--- src/hw/aiss_regs.vh ---
`ifndef AISS_REGS_VH
`define AISS_REGS_VH
// ********************************************
// register offsets (byte addresses)
// ********************************************
`define AISS_CTRL_ADDR      12'h000
`define AISS_CFG_ADDR       12'h004
`define AISS_STAT_ADDR      12'h008
`define AISS_REFT_ADDR      12'h00C
`define AISS_TIME_ADDR      12'h010
`define AISS_ADDR_LSB       2
`define AISS_ADDR_W         12
// ********************************************
// control fields
// ********************************************
`define AISS_CTRL_PARAM     0
`define AISS_CTRL_RUN       1
// ********************************************
// configuration fields
// ********************************************
`define AISS_CFG_ACT_LO     0
`define AISS_CFG_ACT_HI     7
`define AISS_CFG_SMO_LO     8
`define AISS_CFG_SMO_HI     9
`define AISS_CFG_FMT        10
`define AISS_CFG_SUP        11
`define AISS_CFG_RJ_LO      12
`define AISS_CFG_RJ_HI      13
`define AISS_CFG_RNG_LO     16
`define AISS_CFG_RNG_HI     19
// ********************************************
// reset values and codes
// ********************************************
`define AISS_SMO_NONE       2'h0
`define AISS_FMT_PRIMARY    1'b0
`define AISS_SUP_50HZ       1'b0
`define AISS_RJ_NONE        2'h0
`define AISS_REFT_RST       16'h0000
`define AISS_INVALID        16'h7FFF
// default ranges by module type
`define AISS_TYPE_VOLT      2'h0
`define AISS_TYPE_CURR      2'h1
`define AISS_TYPE_RES       2'h2
`define AISS_TYPE_TC        2'h3
`define AISS_RNG_10V        4'h1
`define AISS_RNG_4_20MA     4'h3
`define AISS_RNG_PT100      4'h5
`define AISS_RNG_TC_K       4'h9
// ********************************************
// timing: integration and processing times in microseconds, clock in MHz
// ********************************************
`define AISS_INT_50HZ_US    20000
`define AISS_INT_60HZ_US    16667
`define AISS_PROC_US        1000
`define AISS_CLK_MHZ        125
`endif

--- src/hw/aiss_smooth.v ---
`timescale 1ns/1ps
// ********************************************
// first-order smoothing filter, one channel
// ********************************************
module aiss_smooth #(
    parameter W = 16
) (
    input  wire         clk_i,
    input  wire         nrst_i,
    input  wire         load_i,    // raw sample arrives
    input  wire         seed_i,    // take sample unfiltered
    input  wire [1:0]   level_i,   // 0 none .. 3 strong
    input  wire [W-1:0] raw_i,
    output wire [W-1:0] val_o
);
    reg  [W-1:0] acc_q;           // filtered value
    wire [1:0]   sh;              // shift = time constant
    wire signed [W:0] diff;
    wire signed [W:0] step;       // error scaled by the time constant
    assign sh   = level_i;
    assign diff = $signed({raw_i[W-1], raw_i}) -
                  $signed({acc_q[W-1], acc_q});
    // arithmetic shift keeps the sign of a falling input
    assign step = diff >>> sh;
    // stronger level: longer time constant
    always @(posedge clk_i or negedge nrst_i) begin
        if (!nrst_i) begin
            acc_q <= {W{1'b0}};
        end else if (load_i) begin
            if (seed_i || sh == 2'h0) begin
                acc_q <= raw_i;
            end else begin
                acc_q <= acc_q + step[W-1:0];
            end
        end
    end
    assign val_o = acc_q;
endmodule // aiss_smooth

--- src/hw/aiss_top.v ---
// Decided for this implementation: the address map and register access over APB.
`timescale 1ns/1ps
`include "aiss_regs.vh"
// Functional notes
// - restart defaults: 50 Hz, no smoothing, primary
// - default range follows module type
// - no load supply: every channel invalid
// - otherwise report converted process value, invalid until a channel's first conversion
// - channels converted strictly one at a time
// - cycle time sums active channel times plus one cycle per inactive channel
// - channel time: integration plus processing
// - deactivated channel is skipped in a single pick cycle
// - selectable none/weak/medium/strong smoothing
// - primary or legacy number format
module aiss_top #(
    parameter NCH      = 8,
    parameter [1:0] MOD_TYPE = 2'h0,
    parameter INT50_CYC = `AISS_INT_50HZ_US * `AISS_CLK_MHZ,
    parameter INT60_CYC = `AISS_INT_60HZ_US * `AISS_CLK_MHZ,
    parameter PROC_CYC  = `AISS_PROC_US * `AISS_CLK_MHZ
) (
    input  wire        REF_CLK_I,
    input  wire        NRST_I,
    input  wire        PSEL_I,
    input  wire        PENABLE_I,
    input  wire        PWRITE_I,
    input  wire [11:0] PADDR_I,
    input  wire [31:0] PWDATA_I,
    output reg  [31:0] PRDATA_O,
    output wire        PREADY_O,
    output wire        PSLVERR_O,
    input  wire        LOAD_OK_I,    // load supply pin, async
    output reg         CONV_START_O, // start one conversion
    output reg  [2:0]  CONV_CH_O,    // channel being converted
    input  wire        CONV_DONE_I,  // converter finished
    input  wire [15:0] CONV_DATA_I,  // raw converted value
    output reg         VAL_STB_O,    // value to backplane bus
    output reg  [2:0]  VAL_CH_O,
    output reg  [15:0] VAL_DATA_O,
    output wire [1:0]  RANGE_O,      // reference junction mode
    output wire [3:0]  RANGE_SEL_O,
    output wire        SUP_60HZ_O,
    output wire [15:0] REF_TEMP_O
);
    // ********************************************
    // states
    // ********************************************
    localparam [3:0] S_PICK = 4'h1;
    localparam [3:0] S_CONV = 4'h2;
    localparam [3:0] S_PROC = 4'h4;
    localparam [3:0] S_SEND = 4'h8;
    localparam CW = 32;
    // the wrap edge itself counts as the first cycle of a new scan
    localparam [CW-1:0] CYC_ONE = {{(CW-1){1'b0}}, 1'b1};

    // ********************************************
    // load supply synchroniser
    // ********************************************
    reg  ld_s1_q;                  // first stage, read only by second
    reg  ld_s2_q;
    always @(posedge REF_CLK_I or negedge NRST_I) begin
        if (!NRST_I) begin
            ld_s1_q <= 1'b0;
            ld_s2_q <= 1'b0;
        end else begin
            ld_s1_q <= LOAD_OK_I;
            ld_s2_q <= ld_s1_q;
        end
    end

    // ********************************************
    // register file
    // ********************************************
    reg  [NCH-1:0] act_q;          // channel activated
    reg  [1:0]     smo_q;          // smoothing level
    reg            fmt_q;          // 1 = legacy format
    reg            sup_q;          // 1 = 60 Hz suppression
    reg  [1:0]     rj_q;           // reference junction mode
    reg  [3:0]     rng_q;          // measurement range
    reg  [15:0]    reft_q;         // reference temperature
    reg            run_q;          // controller run flag
    reg  [NCH-1:0] pend_q;         // first conversion pending
    reg  [CW-1:0]  cyc_q;          // last module cycle length
    reg  [CW-1:0]  cyc_cnt_q;
    wire           acc_w;
    wire           wr_w;
    wire           param_w;
    reg  [3:0]     def_rng;

    assign acc_w     = PSEL_I & PENABLE_I;
    assign wr_w      = acc_w & PWRITE_I;
    assign PREADY_O  = 1'b1;       // zero wait states
    assign PSLVERR_O = 1'b0;
    assign param_w   = wr_w && PADDR_I == `AISS_CTRL_ADDR &&
                       PWDATA_I[`AISS_CTRL_PARAM];

    // default range per module type
    always @* begin
        case (MOD_TYPE)
            `AISS_TYPE_VOLT: def_rng = `AISS_RNG_10V;
            `AISS_TYPE_CURR: def_rng = `AISS_RNG_4_20MA;
            `AISS_TYPE_RES:  def_rng = `AISS_RNG_PT100;
            default:         def_rng = `AISS_RNG_TC_K;
        endcase
    end

    // configuration writes; reset yields defaults
    always @(posedge REF_CLK_I or negedge NRST_I) begin
        if (!NRST_I) begin
            act_q  <= {NCH{1'b1}};
            smo_q  <= `AISS_SMO_NONE;
            fmt_q  <= `AISS_FMT_PRIMARY;
            sup_q  <= `AISS_SUP_50HZ;
            rj_q   <= `AISS_RJ_NONE;
            reft_q <= `AISS_REFT_RST;
            rng_q  <= 4'h0;
            run_q  <= 1'b0;
        end else if (wr_w) begin
            if (PADDR_I == `AISS_CFG_ADDR) begin
                act_q <= PWDATA_I[`AISS_CFG_ACT_LO +: NCH];
                smo_q <= PWDATA_I[`AISS_CFG_SMO_HI:`AISS_CFG_SMO_LO];
                fmt_q <= PWDATA_I[`AISS_CFG_FMT];
                sup_q <= PWDATA_I[`AISS_CFG_SUP];
                rj_q  <= PWDATA_I[`AISS_CFG_RJ_HI:`AISS_CFG_RJ_LO];
                rng_q <= PWDATA_I[`AISS_CFG_RNG_HI:`AISS_CFG_RNG_LO];
            end
            if (PADDR_I == `AISS_REFT_ADDR) begin
                reft_q <= PWDATA_I[15:0];
            end
            if (PADDR_I == `AISS_CTRL_ADDR) begin
                run_q <= PWDATA_I[`AISS_CTRL_RUN];
            end
        end
    end
    // range zero means use module default
    assign RANGE_SEL_O = (rng_q == 4'h0) ? def_rng : rng_q;
    assign RANGE_O     = rj_q;
    assign SUP_60HZ_O  = sup_q;
    assign REF_TEMP_O  = reft_q;

    // read mux
    always @* begin
        PRDATA_O = 32'h0000_0000;
        case (PADDR_I)
            `AISS_CTRL_ADDR: PRDATA_O = {30'h0, run_q, 1'b0};
            `AISS_CFG_ADDR:  PRDATA_O = {12'h0, RANGE_SEL_O, 2'h0, rj_q,
                                         sup_q, fmt_q, smo_q,
                                         {(8-NCH){1'b0}}, act_q};
            `AISS_STAT_ADDR: PRDATA_O = {15'h0, ld_s2_q,
                                         {(16-NCH){1'b0}}, pend_q};
            `AISS_REFT_ADDR: PRDATA_O = {16'h0, reft_q};
            `AISS_TIME_ADDR: PRDATA_O = cyc_q;
            default:         PRDATA_O = 32'h0000_0000;
        endcase
    end

    // ********************************************
    // scan sequencer
    // ********************************************
    reg  [3:0]  st_q;
    reg  [2:0]  ch_q;
    reg  [CW-1:0] tmr_q;
    reg  [15:0] raw_q;
    reg         pend_sel;
    wire [CW-1:0] int_cyc;
    wire [15:0] filt;
    wire [16*NCH-1:0] filt_all;    // one smoother per channel
    wire        ld_flt;            // last processing cycle
    genvar      g;
    wire [15:0] fmt_val;
    wire [2:0]  ch_nx;

    // integration time set by suppression frequency
    assign int_cyc = sup_q ? INT60_CYC : INT50_CYC;
    assign ch_nx   = (ch_q == NCH - 1) ? 3'h0 : ch_q + 3'h1;

    assign ld_flt = st_q == S_PROC && tmr_q == {CW{1'b0}};
    // a shared filter would blend channels, so each has its own
    generate
        for (g = 0; g < NCH; g = g + 1) begin : g_smooth
            aiss_smooth #(.W(16)) u_smooth (
                .clk_i   (REF_CLK_I),
                .nrst_i  (NRST_I),
                .load_i  (ld_flt && ch_q == g),
                .seed_i  (pend_q[g]),
                .level_i (smo_q),
                .raw_i   (raw_q),
                .val_o   (filt_all[16*g +: 16])
            );
        end
    endgenerate
    assign filt = filt_all[16*ch_q +: 16];
    // legacy format is the value halved
    assign fmt_val = fmt_q ? {filt[15], filt[15:1]} : filt;

    // one channel at a time; inactive ones skipped
    always @(posedge REF_CLK_I or negedge NRST_I) begin
        if (!NRST_I) begin
            st_q <= S_PICK;
            ch_q <= 3'h0;
            tmr_q <= {CW{1'b0}};
            raw_q <= 16'h0000;
            pend_q <= {NCH{1'b1}};
            CONV_START_O <= 1'b0;
            CONV_CH_O <= 3'h0;
            VAL_STB_O <= 1'b0;
            VAL_CH_O <= 3'h0;
            VAL_DATA_O <= `AISS_INVALID;
            cyc_q <= {CW{1'b0}};
            cyc_cnt_q <= CYC_ONE;
        end else begin
            CONV_START_O <= 1'b0;
            VAL_STB_O <= 1'b0;
            cyc_cnt_q <= cyc_cnt_q + 1'b1;
            if (param_w) begin
                pend_q <= {NCH{1'b1}};
            end
            case (st_q)
                S_PICK: begin
                    if (act_q[ch_q]) begin
                        CONV_START_O <= 1'b1;
                        CONV_CH_O <= ch_q;
                        tmr_q <= int_cyc;
                        st_q <= S_CONV;
                    end else begin
                        ch_q <= ch_nx;
                        if (ch_nx == 3'h0) begin
                            cyc_q <= cyc_cnt_q;
                            cyc_cnt_q <= CYC_ONE;
                        end
                    end
                end
                S_CONV: begin
                    if (tmr_q != {CW{1'b0}}) begin
                        tmr_q <= tmr_q - 1'b1;
                    end
                    if (CONV_DONE_I && tmr_q == {CW{1'b0}}) begin
                        raw_q <= CONV_DATA_I;
                        tmr_q <= PROC_CYC;
                        st_q <= S_PROC;
                    end
                end
                S_PROC: begin
                    if (tmr_q != {CW{1'b0}}) begin
                        tmr_q <= tmr_q - 1'b1;
                    end else begin
                        st_q <= S_SEND;
                    end
                end
                S_SEND: begin
                    VAL_STB_O <= 1'b1;
                    VAL_CH_O <= ch_q;
                    if (!ld_s2_q || pend_q[ch_q]) begin
                        VAL_DATA_O <= `AISS_INVALID;
                    end else begin
                        VAL_DATA_O <= fmt_val;
                    end
                    if (!param_w) begin
                        pend_q[ch_q] <= 1'b0;
                    end
                    ch_q <= ch_nx;
                    if (ch_nx == 3'h0) begin
                        cyc_q <= cyc_cnt_q;
                        cyc_cnt_q <= CYC_ONE;
                    end
                    st_q <= S_PICK;
                end
                default: st_q <= S_PICK;
            endcase
        end
    end
endmodule // aiss_top

--- config.mk ---
export PLATFORM = sky130hd
export DESIGN_NAME = aiss_top
export DESIGN_NICKNAME = d
export VERILOG_FILES = /design/src/hw/aiss_smooth.v /design/src/hw/aiss_top.v
export VERILOG_INCLUDE_DIRS = /design/src /design/src/hw
export SDC_FILE = /design/constraint.sdc
export NUM_CORES = 1
export LEC_CHECK = 0
export BUFFER_PORTS_ARGS = -buffer_cell sky130_fd_sc_hd__buf_2
export CAP_MARGIN = 5
export CORE_ASPECT_RATIO = 1.4
export CORE_MARGIN = 2
export CORE_UTILIZATION = 40
export CTS_BUF_LIST = sky130_fd_sc_hd__clkbuf_16
export DETAILED_ROUTE_END_ITERATION = 12
export PLACE_DENSITY = 0.57
export SYNTH_ARGS = -nofsm -noshare
export SYNTH_HDL_FRONTEND = slang
export SYNTH_SLANG_ARGS = --single-unit
--- constraint.sdc ---
create_clock -name REF_CLK_I -period 12.58 [get_ports REF_CLK_I]
set_input_delay 0.629 -clock REF_CLK_I [delete_from_list [all_inputs] [get_ports REF_CLK_I]]
set_output_delay 0.629 -clock REF_CLK_I [all_outputs]
set_load 0.01 [all_outputs]
==> results of run 1 <==
[metrics by stage]
| step | utilization | setup slack, ps |
|---|---|---|
| 2_1_floorplan | - | 7840 |
| 3_3_place_gp | 0.425 | 6910 |
| 3_5_place_dp | 0.425 | 6760 |
| 4_1_cts | 0.441 | 6740 |
| 5_1_grt | 0.441 | 6500 |
| 6_report | 0.441 | 6780 |
[final cells by class]
cell class                      instances  area [µm²]  share of cell area
Inverter                              185         699              0.0211
Multi-Input combinational cell       2846       21100               0.635
Sequential cell                       316        7960               0.240
Timing Repair Buffer                  176        1010              0.0305
Clock buffer                           37         926              0.0279
Clock inverter                         29         293             0.00882
Tap cell                              968        1210              0.0365
[cell families (layout without fill, tap and decap cells)]
| family | count (synthesis) | in the layout | synth area share |
|---|---|---|---|
| other | 2 | 2 | 0.000248 |
| XOR/XNOR | 208 | 208 | 0.0601 |
| multiplexers | 321 | 321 | 0.135 |
| AND/OR/NAND/NOR | 1002 | 1002 | 0.156 |
| adder cells (fa/ha/maj) | 297 | 297 | 0.127 |
| buffers and inverters | 346 | 427 | 0.0434 |
| flip-flops | 316 | 316 | 0.262 |
| AO/OA/AOI/OAI | 1016 | 1016 | 0.216 |
[layer usage]
layer / vias to the layer above / part of all wire
li1: 13100 / -
met1: 12800 / 0.41
met2: 611 / 0.49
met3: 216 / 0.038
met4: 4 / 0.064
met5: - / 0.00030
[cell usage after synthesis (18+ instances only)]
master	number
o31ai_1	27
nor3_1	85
or2_2	22
nand2b_1	32
inv_1	184
a21oi_1	271
a211oi_1	98
nor2_1	298
o21bai_1	19
mux2i_1	168
o211ai_1	20
and3_1	37
dfrtp_1	283
nor2b_1	40
nand2_1	278
and2_1	31
a21o_1	68
a31oi_1	38
mux4_2	62
xor2_1	86
clkbuf_1	121
mux2_2	91
buf_1	30
o21a_1	43
nand3_1	69
dfstp_2	33
nand4_1	25
or3_1	26
o21ai_0	242
xnor2_1	122
o31a_1	18
ha_1	281
[sequential cells by signal, summed over array words and instances (netlist names), 2 cells and up]
name and flops:
g_smooth.u_smooth.val_o 128, cyc_cnt_q 32, cyc_q 32, tmr_q 32, REF_TEMP_O 16, VAL_DATA_O 16
raw_q 16, act_q 8, pend_q 8, rng_q 4, st_q 4, CONV_CH_O 3
VAL_CH_O 3, ch_q 3, RANGE_O 2, smo_q 2
[placed cells by master (no fill, tap or decap), types with 40 or more instances in the layout]
cell type	Yosys	routed
a211oi_1	98	98
a21o_1	68	68
a21oi_1	271	271
buf_2	7	132
buf_4	2	42
dfrtp_1	283	279
ha_1	281	281
inv_1	184	186
mux2_2	91	91
mux2i_1	168	168
mux4_2	62	62
nand2_1	278	278
nand3_1	69	69
nor2_1	298	296
nor2b_1	40	40
nor3_1	85	83
o21a_1	43	43
o21ai_0	242	242
xnor2_1	122	122
xor2_1	86	86
[report_power, final]
| part | internal (mW) | leakage, nW | switching [mW] |
|---|---|---|---|
| Combinational | 0.00927 | 10.3 | 0.0277 |
| Clock | 0.644 | 0.592 | 0.475 |
| Sequential | 1.02 | 4.17 | 0.000763 |
| Total | 1.67 | 15.0 | 0.504 |
[path summary, 6_finish.rpt]
kind                                            from  slack [ps]                                    endpoint
worst max-delay path            raw_q[1]$_DFFE_PN0P_        6780  g_smooth[5].u_smooth.val_o[15]$_DFFE_PN0P_
worst min-delay path                          NRST_I         140                        raw_q[6]$_DFFE_PN0P_
worst max register to register  raw_q[1]$_DFFE_PN0P_        6780  g_smooth[5].u_smooth.val_o[15]$_DFFE_PN0P_
worst min register to register     ld_s1_q$_DFF_PN0_         370                           ld_s2_q$_DFF_PN0_
max in group asynchronous                     NRST_I       10920                        smo_q[1]$_DFFE_PN0P_
min in group REF_CLK_I                     LOAD_OK_I         160                           ld_s1_q$_DFF_PN0_
[worst max-delay path, stage by stage, from the launching register on]
cell	delay (ps)
dfrtp_1	350
buf_4	230
inv_1	750
fa_1	370
nor2b_1	90
o31a_1	280
o21a_1	230
o31ai_1	470
a21boi_0	330
a21oi_1	150
mux2i_1	270
ha_1	310
and3_1	190
a211o_1	320
a41o_1	280
and4_1	200
o31a_1	270
a2111oi_0	480
==> summary.txt, run 1 <==
Power and ir drop
  • Leakage: approximately 15 nW
  • Peak supply drop: between 0.00008 and 0.00009 V
  • Tot Pwr: ~2.2 mW
  • Pwr/cell area: 65.5 nW/µm²

STA
  • Worst slew margin: 0.242
  • Hold slack: ~140 ps
  • Slew Viols, Final: 0
  • Sum Neg Setup Slack: 0 ps
  • Fmax: ~170 MHz
  • Final min period: 5800 ps
  • Worst Skew: 26.7 ps
  • Final setup viols: 0
  • Count of final hold-check violations: 0
  • Unrepaired setup endpoints after global routing: false
  • Slew @ Worst Pin: 1140 ps
  • Fin crit share: 0.461

Clock network
  • Root buf cell: clkbuf_16
  • CTS sink count: 316
  • Register clock-pin slew on the reported worst setup and hold paths: 60 ps
  • CTS tree: done
  • Post-CTS resize count: 0
  • Worst-skew pair later-pin latency: roughly 580 ps
  • Count of hold-fix buffers inserted at cts: 0
  • Post-CTS Setup Inserts: 0
  • # H-tree levels: 2
  • Bufs on Longest Clock Path: 3
  • Num CTS Buffers: 37

Min path
  • Hold Path Class: in -> async

Worst setup path
  • Worst Setup End Kind: register
  • Register-to-Register Path Depth: 17
  • CP required: 12980 ps
  • CP Launch Type: register
  • Worst Setup Path Type: reg -> reg
  • CP arrival: 6200 ps
  • Crit-path max FO: 17

Yosys
  • Post-synth cell types: 84
  • Synth Instances: around 3500
  • Synth warnings: 0
  • Cell Area, Synth: between 30000 and 40000 µm²
  • Mapped Nets: about 3900
  • Post-synth ARST share: 1.00
  • Area contributors post-synth: dfrtp_1 23%, ha_1 12%, mux2i_1 5.5%, mux4_2 4.6%, a21oi_1 4.5%
  • Main synth FF type: dfrtp_1
  • Post-synth top area share: 0.234
  • Seq/Total Area, Yosys: 0.262
  • Syn avg cell area: about 8.6 µm²
  • Dominant cell type by area after synthesis: dfrtp_1
  • Number of synthesized flops with an enable pin: 0
  • Yosys reg bits: approximately 320

Global routing
  • Number of global-route vias before repair: about 26000
  • Largest net degree at the start of global routing: between 150 and 200
  • Met2 global-route usage: 0.433
  • M1 GR Usage: 0.280
  • Busiest grt layer: met2
  • GRT Util Overall: 0.241
  • Initial antenna violation count: 2
  • Global route total overflow: 0
  • GR Layer Usage met3: 0.0272
  • First-pass GRT wire length: 148000 µm

Drt
  • WL per Instance: a little over 20 µm
  • Remaining antenna violation count after routing: 0
  • Aggregate routed wire length: between 90000 and 100000 µm
  • Via/cell ratio: ~6
  • Post-route DRC: 0
  • Initial drt markers: around 1600
  • DR vias: 26700
  • Drt pass-1 iters: 6

Placed design
  • Dpl cells: between 4000 and 5000
  • HPWL after DPL: roughly 72000 µm
  • Post-Place Cell Area: 32000 µm²
  • GPL Wtd Cong: roughly 0.9
  • Port bufs: roughly 130

Run
  • Max Cap Viol: 0

Layout
  • # diodes: 0
  • FILL cells: roughly 7400
  • Post-route cell area: approximately 33000 µm²
  • Share of layout cells above drive strength 1: 0.132
  • Nets: just under 4000
  • Non-Filler Instances: approximately 4600
  • Area grow syn2layout: 9.43%

Floorplanning
  • Row count: 119
  • Effective utilization at floorplan: 0.403
  • Io pins: approximately 150
  • Die Y: between 300 and 400 µm
  • Die outline area: just under 80000 µm²
  • Die X: roughly 240 µm
  • Area of the core: between 70000 and 80000 µm²

Status
  • Status: finished clean
Note: power is estimated with default switching activity, not from simulation.
==> inputs of run 2 (changes only) <==
==> constraint.sdc (replaced) <==
create_clock -name REF_CLK_I -period 5.4 [get_ports REF_CLK_I]
set_input_delay 0.27 -clock REF_CLK_I [delete_from_list [all_inputs] [get_ports REF_CLK_I]]
set_output_delay 0.27 -clock REF_CLK_I [all_outputs]
set_load 0.01 [all_outputs]
==> run 2 against run 1 <==
Against the previous run: sequential share of layout area decreased by 0.57 points; non-clock buffer count is 86 higher; sequential cell count stayed put; register-to-register slack got worse by 6500 ps; clock skew decreased by 3.3 ps; maximum frequency is 14% higher; power up 130%; global-route usage up 0.66 points; critical endpoint is now g_smooth[1].u_smooth.val_o[15]$_DFFE_PN0P_.
==> summary.txt, run 2 (synthesis results as in run 1) <==
Global routing
  • GRT Util Overall: 0.248
  • Largest net degree at the start of global routing: 124
  • First-pass GRT wire length: roughly 150000 µm
  • Initial antenna violation count: 2
  • Number of global-route vias before repair: 27000
  • Global route total overflow: 0

Layout
  • Final Util: 0.452
  • FILL cells: around 7500
  • Commonest non-fill, non-tap cell in the layout: nor2_1
  • Commonest cells after routing, fill and taps aside: 296 x nor2_1, 281 x ha_1, 278 x nand2_1
  • Nets: around 4000
  • Share of layout cells above drive strength 1: 0.143
  • Area grow syn2layout: 12.1%
  • Max reg flops: ~130
  • Post-route cell area: 34000 µm²

Clock network
  • Post-CTS Setup Inserts: 0
  • Bufs on Longest Clock Path: 3
  • Num CTS Buffers: 38
  • # H-tree levels: 2
  • CTS tree: done
  • Register clock-pin slew on the reported worst setup and hold paths: about 60 ps
  • Worst-skew pair later-pin latency: ~580 ps
  • CTS sink count: roughly 320
  • Root buf cell: clkbuf_16

Floorplanning
  • Area of the core: between 70000 and 80000 µm²
  • Io pins: about 150
  • Row count: between 100 and 150
  • Die outline area: between 70000 and 80000 µm²
  • Die Y: 330 µm
  • Effective utilization at floorplan: 0.403
  • Die X: around 240 µm

Worst setup path
  • Crit path buf inv count: 2
  • CP Cell Sequence: buf_4 > buf_4 > ha_1 > o21a_1 > o21ai_0 > o311ai_0 > or3_1 > a221o_1 > ha_1 > nand2_1 > nor2_1 > a21oi_1 > a31oi_1 > a31oi_1 > or4_1 > a221o_1 > nand3_1
  • CP required: 5900 ps
  • Register-to-Register Path Depth: 17
  • Worst Setup Path Type: reg -> reg
  • Worst Setup End Kind: register
  • Largest stage delay on the critical path: 800 ps
  • Crit-path max FO: 8
  • CP arrival: 5590 ps
  • Crit. path cell count: 17
  • CP Launch Type: register
  • Largest delay contributor family on the critical path: compound AO/OA/AOI/OAI gates
  • Critical Path Slowest Stage Cell: dfrtp_1

Drt
  • Via/cell ratio: a little under 6
  • Drt pass-1 iters: 6
  • Initial drt markers: roughly 1400
  • Remaining antenna violation count after routing: 0
  • DR vias: roughly 27000
  • WL per Instance: roughly 21 µm
  • Aggregate routed wire length: 97200 µm
  • Post-route DRC: 0

Min path
  • Hold path depth: 3
  • Hold Path Class: in -> reg

STA
  • Final setup viols: 0
  • Count of final hold-check violations: 0
  • Slew @ Worst Pin: roughly 1200 ps
  • Hold slack: ~130 ps
  • Worst Skew: 23.4 ps
  • Unrepaired setup endpoints after global routing: false
  • Fin crit share: 0.943
  • Worst slew margin: 0.206
  • Fmax: between 150 and 200 MHz
  • Sum Neg Setup Slack: 0 ps
  • Final min period: roughly 5000 ps
  • Slew Viols, Final: 0

Power and ir drop
  • Peak supply drop: 0.000190 V
  • Pwr/cell area: about 150 nW/µm²
  • Leakage: approximately 16 nW
  • Tot Pwr: around 5.1 mW

Status
  • Status: finished clean

Placed design
  • HPWL after DPL: ~75000 µm
  • Port bufs: approximately 130
  • GPL Wtd Cong: about 0.92
  • Post-Place Cell Area: ~32000 µm²

Run
  • Max Cap Viol: 0
==> run 2: cell count changes in the layout (fill, tap and decap cells not counted), sizes merged <==
| cell | delta |
|---|---|
| inv | +3 |
| dlygate4sd3 | +38 |
| clkinv | +4 |
| clkbuf | +2 |
| diode | +1 |
| clkinvlp | -6 |
| buf | +48 |
| bufinv | -1 |
==> run 2: repair_timing <==
action | CTS | global route
hold endpoints to repair | 142 | 0
endpoints found under the setup margin | 0 | 12
resized for setup | 0 | 8
hold buffers | 38 | 0
==> run 2: layout make-up <==
cell class	count	area (µm²)	area share
antenna	1	2.50	0.0000736
clock inverter	29	249	0.00732
timing repair buffer	262	1790	0.0526
tap	968	1210	0.0356
multi-input combinational	2846	21100	0.621
clock buffer	39	976	0.0287
sequential	316	7960	0.234
inverter	185	699	0.0206
==> run 2: worst min-delay path: stages <==
cell	delay (ps)
buf_2	120
and2_1	170
o21ai_0	90
==> run 2: final timing paths <==
path | endpoint | startpoint | slack [ps]
max in group asynchronous | g_smooth[2].u_smooth.val_o[5]$_DFFE_PN0P_ | NRST_I | 3750
min | st_q[1]$_DFFE_PN0P_ | CONV_DONE_I | 130
max | g_smooth[1].u_smooth.val_o[15]$_DFFE_PN0P_ | raw_q[10]$_DFFE_PN0P_ | 310
min reg2reg | ld_s2_q$_DFF_PN0_ | ld_s1_q$_DFF_PN0_ | 350
max reg2reg | g_smooth[1].u_smooth.val_o[15]$_DFFE_PN0P_ | raw_q[10]$_DFFE_PN0P_ | 310
min in group asynchronous | g_smooth[4].u_smooth.val_o[6]$_DFFE_PN0P_ | NRST_I | 340
==> run 2: per-layer routing <==
metal | part of all wire | vias up | track usage
met5 | 0.000093 | - | 0
met4 | 0.062 | 2 | 0.139
met3 | 0.038 | 229 | 0.0265
met2 | 0.49 | 627 | 0.447
met1 | 0.41 | 13100 | 0.287
li1 | - | 13200 | -
==> run 2: where the power goes <==
group / switching, mW / internal (mW)
Clock: 1.09 / 1.51
Sequential: 0.00140 / 2.37
Combinational: 0.0718 / 0.0402
==> run 2: stage by stage <==
step	setup slack [ps]	instances
floorplan	662	3508
detailed placement	84.0	4539
global placement	154	4539
global route	18.7	4645
CTS	48.7	4645
finish	309	4646
==> inputs of run 3 (changes only) <==
--- a/config.mk
+++ b/config.mk
@@ -8,12 +8,15 @@
 export LEC_CHECK = 0
 export BUFFER_PORTS_ARGS = -buffer_cell sky130_fd_sc_hd__buf_2
 export CAP_MARGIN = 5
+export CELL_PAD_IN_SITES_DETAIL_PLACEMENT = 1
+export CELL_PAD_IN_SITES_GLOBAL_PLACEMENT = 2
 export CORE_ASPECT_RATIO = 1.4
 export CORE_MARGIN = 2
 export CORE_UTILIZATION = 40
 export CTS_BUF_LIST = sky130_fd_sc_hd__clkbuf_16
+export CTS_CLUSTER_SIZE = 28
 export DETAILED_ROUTE_END_ITERATION = 12
-export PLACE_DENSITY = 0.57
+export PLACE_DENSITY = 0.87
 export SYNTH_ARGS = -nofsm -noshare
 export SYNTH_HDL_FRONTEND = slang
 export SYNTH_SLANG_ARGS = --single-unit
==> run 3 against run 2 <==
Against the previous run: sequential share of layout area decreased by 0.17 points; critical path depth increased by 3; combinational power about the same; maximum frequency decreased by 1.5%; largest cell class unchanged.
==> summary.txt, run 3 (synthesis results as in run 1) <==
Floorplanning
  • Row count: 119
  • Die X: approximately 240 µm
  • Die outline area: roughly 80000 µm²
  • Io pins: about 150
  • Die Y: 330 µm
  • Area of the core: ~75000 µm²
  • Effective utilization at floorplan: 0.403

Worst setup path
  • CP Launch Type: register
  • Worst Setup Path Type: reg -> reg
  • CP required: between 5000 and 6000 ps
  • Crit path buf inv count: 3
  • Critical Path Slowest Stage Cell: fa_1
  • CP arrival: 5620 ps
  • R2R Setup Slk: approximately 230 ps
  • Crit-path max FO: 6
  • CP Cell Sequence: clkinvlp_4 > buf_12 > buf_4 > ha_1 > fa_1 > nor2b_1 > o31a_1 > a21oi_1 > mux2i_1 > nand2_1 > o31a_1 > ha_1 > a211oi_1 > o21bai_1 > o221a_2 > a211o_1 > a41o_1 > and4_1 > o31a_1 > a2111oi_0
  • Largest delay contributor family on the critical path: compound AO/OA/AOI/OAI gates
  • Worst Setup End Kind: register
  • Most frequent CP cell: o31a_1
  • Largest stage delay on the critical path: 420 ps

Clock network
  • Root buf cell: clkbuf_16
  • # H-tree levels: 2
  • Worst-skew pair later-pin latency: between 500 and 600 ps
  • CTS tree: done
  • Bufs on Longest Clock Path: 3
  • Register clock-pin slew on the reported worst setup and hold paths: around 60 ps
  • Num CTS Buffers: 38
  • CTS sink count: about 320

Power and ir drop
  • Pwr/cell area: between 150 and 200 nW/µm²
  • Clock share of power: 0.534
  • Int Pwr: around 4 mW
  • Net Sw Power: between 1 and 1.5 mW
  • Tot Pwr: 5.34 mW
  • Leakage: about 16 nW
  • Sequential Power Share: 0.445
  • Switching Fraction: 0.233
  • Peak supply drop: roughly 0.00021 V
  • Comb power frac: 0.022

STA
  • Slew Viols, Final: 0
  • Final setup viols: 0
  • Worst Skew: 31.1 ps
  • Slew @ Worst Pin: 1370 ps
  • Fmax: approximately 190 MHz
  • PnR worst setup slack: between 200 and 250 ps
  • Final min period: around 5200 ps
  • Count of final hold-check violations: 0
  • Worst slew margin: 0.0851
  • Hold slack: around 130 ps
  • Fin crit share: 0.957

Global routing
  • GRT Util Overall: 0.283
  • Initial antenna violation count: 4
  • Number of global-route vias before repair: ~29000
  • Global route total overflow: 0
  • Largest net degree at the start of global routing: 93
  • First-pass GRT wire length: between 150000 and 200000 µm

Layout
  • Commonest non-fill, non-tap cell in the layout: nor2_1
  • Commonest cells after routing, fill and taps aside: 295 x nor2_1, 281 x ha_1, 278 x nand2_1
  • FILL cells: 8914
  • Nets: approximately 4000
  • Register area: approximately 8000 µm²
  • Post-route cell area: about 34000 µm²
  • Share of layout cells above drive strength 1: 0.147
  • Area grow syn2layout: 13.0%
  • Multi-input gate area in the final layout: about 21000 µm²
  • Max reg flops: approximately 130

Drt
  • Initial drt markers: between 1000 and 1500
  • Via/cell ratio: slightly above 6
  • Aggregate routed wire length: around 110000 µm
  • Drt pass-1 iters: 6
  • WL per Instance: 23.9 µm
  • Remaining antenna violation count after routing: 0
  • DR vias: 28300
  • Post-route DRC: 0

Placed design
  • Port bufs: approximately 130
  • HPWL after DPL: 86400 µm
  • Setup Slack @ Placement: ~150 ps
  • GPL Wtd Cong: between 0.9 and 1
  • Post-Place Cell Area: approximately 32000 µm²

Min path
  • Hold Path Class: in -> reg

Status
  • Status: finished clean

Run
  • Max Cap Viol: 0
run 3: final timing paths:
| path | from | endpoint | depth (start not counted) |
|---|---|---|---|
| min reg2reg | ld_s1_q$_DFF_PN0_ | ld_s2_q$_DFF_PN0_ | 0 |
| min | CONV_DONE_I | st_q[1]$_DFFE_PN0P_ | 3 |
| max in group asynchronous | NRST_I | raw_q[9]$_DFFE_PN0P_ | 3 |
| max | raw_q[0]$_DFFE_PN0P_ | g_smooth[5].u_smooth.val_o[15]$_DFFE_PN0P_ | 20 |
| min in group asynchronous | NRST_I | rng_q[3]$_DFFE_PN0P_ | 2 |
| max reg2reg | raw_q[0]$_DFFE_PN0P_ | g_smooth[5].u_smooth.val_o[15]$_DFFE_PN0P_ | 20 |
run 3: metal layers:
layer,track usage,part of all wire
met5,0,0.00024
met4,0.156,0.062
met3,0.0346,0.033
met1,0.316,0.40
met2,0.521,0.51
run 3: what timing repair did:
action                                  CTS  global route
endpoints found under the setup margin    0             8
hold endpoints to repair                111             0
setup buffers                             0             2
hold buffers                             38             0
resized for setup                         0            10
run 3: cell type report:
cell class | instances | area share
sequential | 316 | 0.232
clock inverter | 32 | 0.0118
clock buffer | 38 | 0.0278
tap | 968 | 0.0354
antenna | 3 | 0.000219
inverter | 185 | 0.0205
multi-input combinational | 2846 | 0.616
timing repair buffer | 277 | 0.0555
run 3: power groups by stage:
stage	Clock (mW)	Combinational [mW]	Sequential, mW
5_1_grt	2.98	0.128	2.37
2_1_floorplan	0	0.0110	2.41
4_1_cts	2.91	0.117	2.37
6_report	2.85	0.115	2.37
3_5_place_dp	0	0.0948	2.41
3_3_place_gp	0	0.0935	2.41
run 3: through the flow:
stage	std cells	setup TNS, ps	util
after floorplan	3508	0	-
after global routing	4663	-35.4	0.455
after CTS	4660	0	0.455
after detailed placement	4552	0	0.432
after global placement	4552	0	0.432
final	4665	0	0.455
run 3: worst register-to-register path, delay by kind of cell (launching register included):
| family | cells | cell delay, ps |
|---|---|---|
| DFF | 1 | 410 |
| buffers and inverters | 3 | 450 |
| AOI/OAI and AO/OA | 10 | 2500 |
| adders and majority gates | 3 | 940 |
| and+or+nand+nor | 3 | 540 |
| muxes | 1 | 220 |
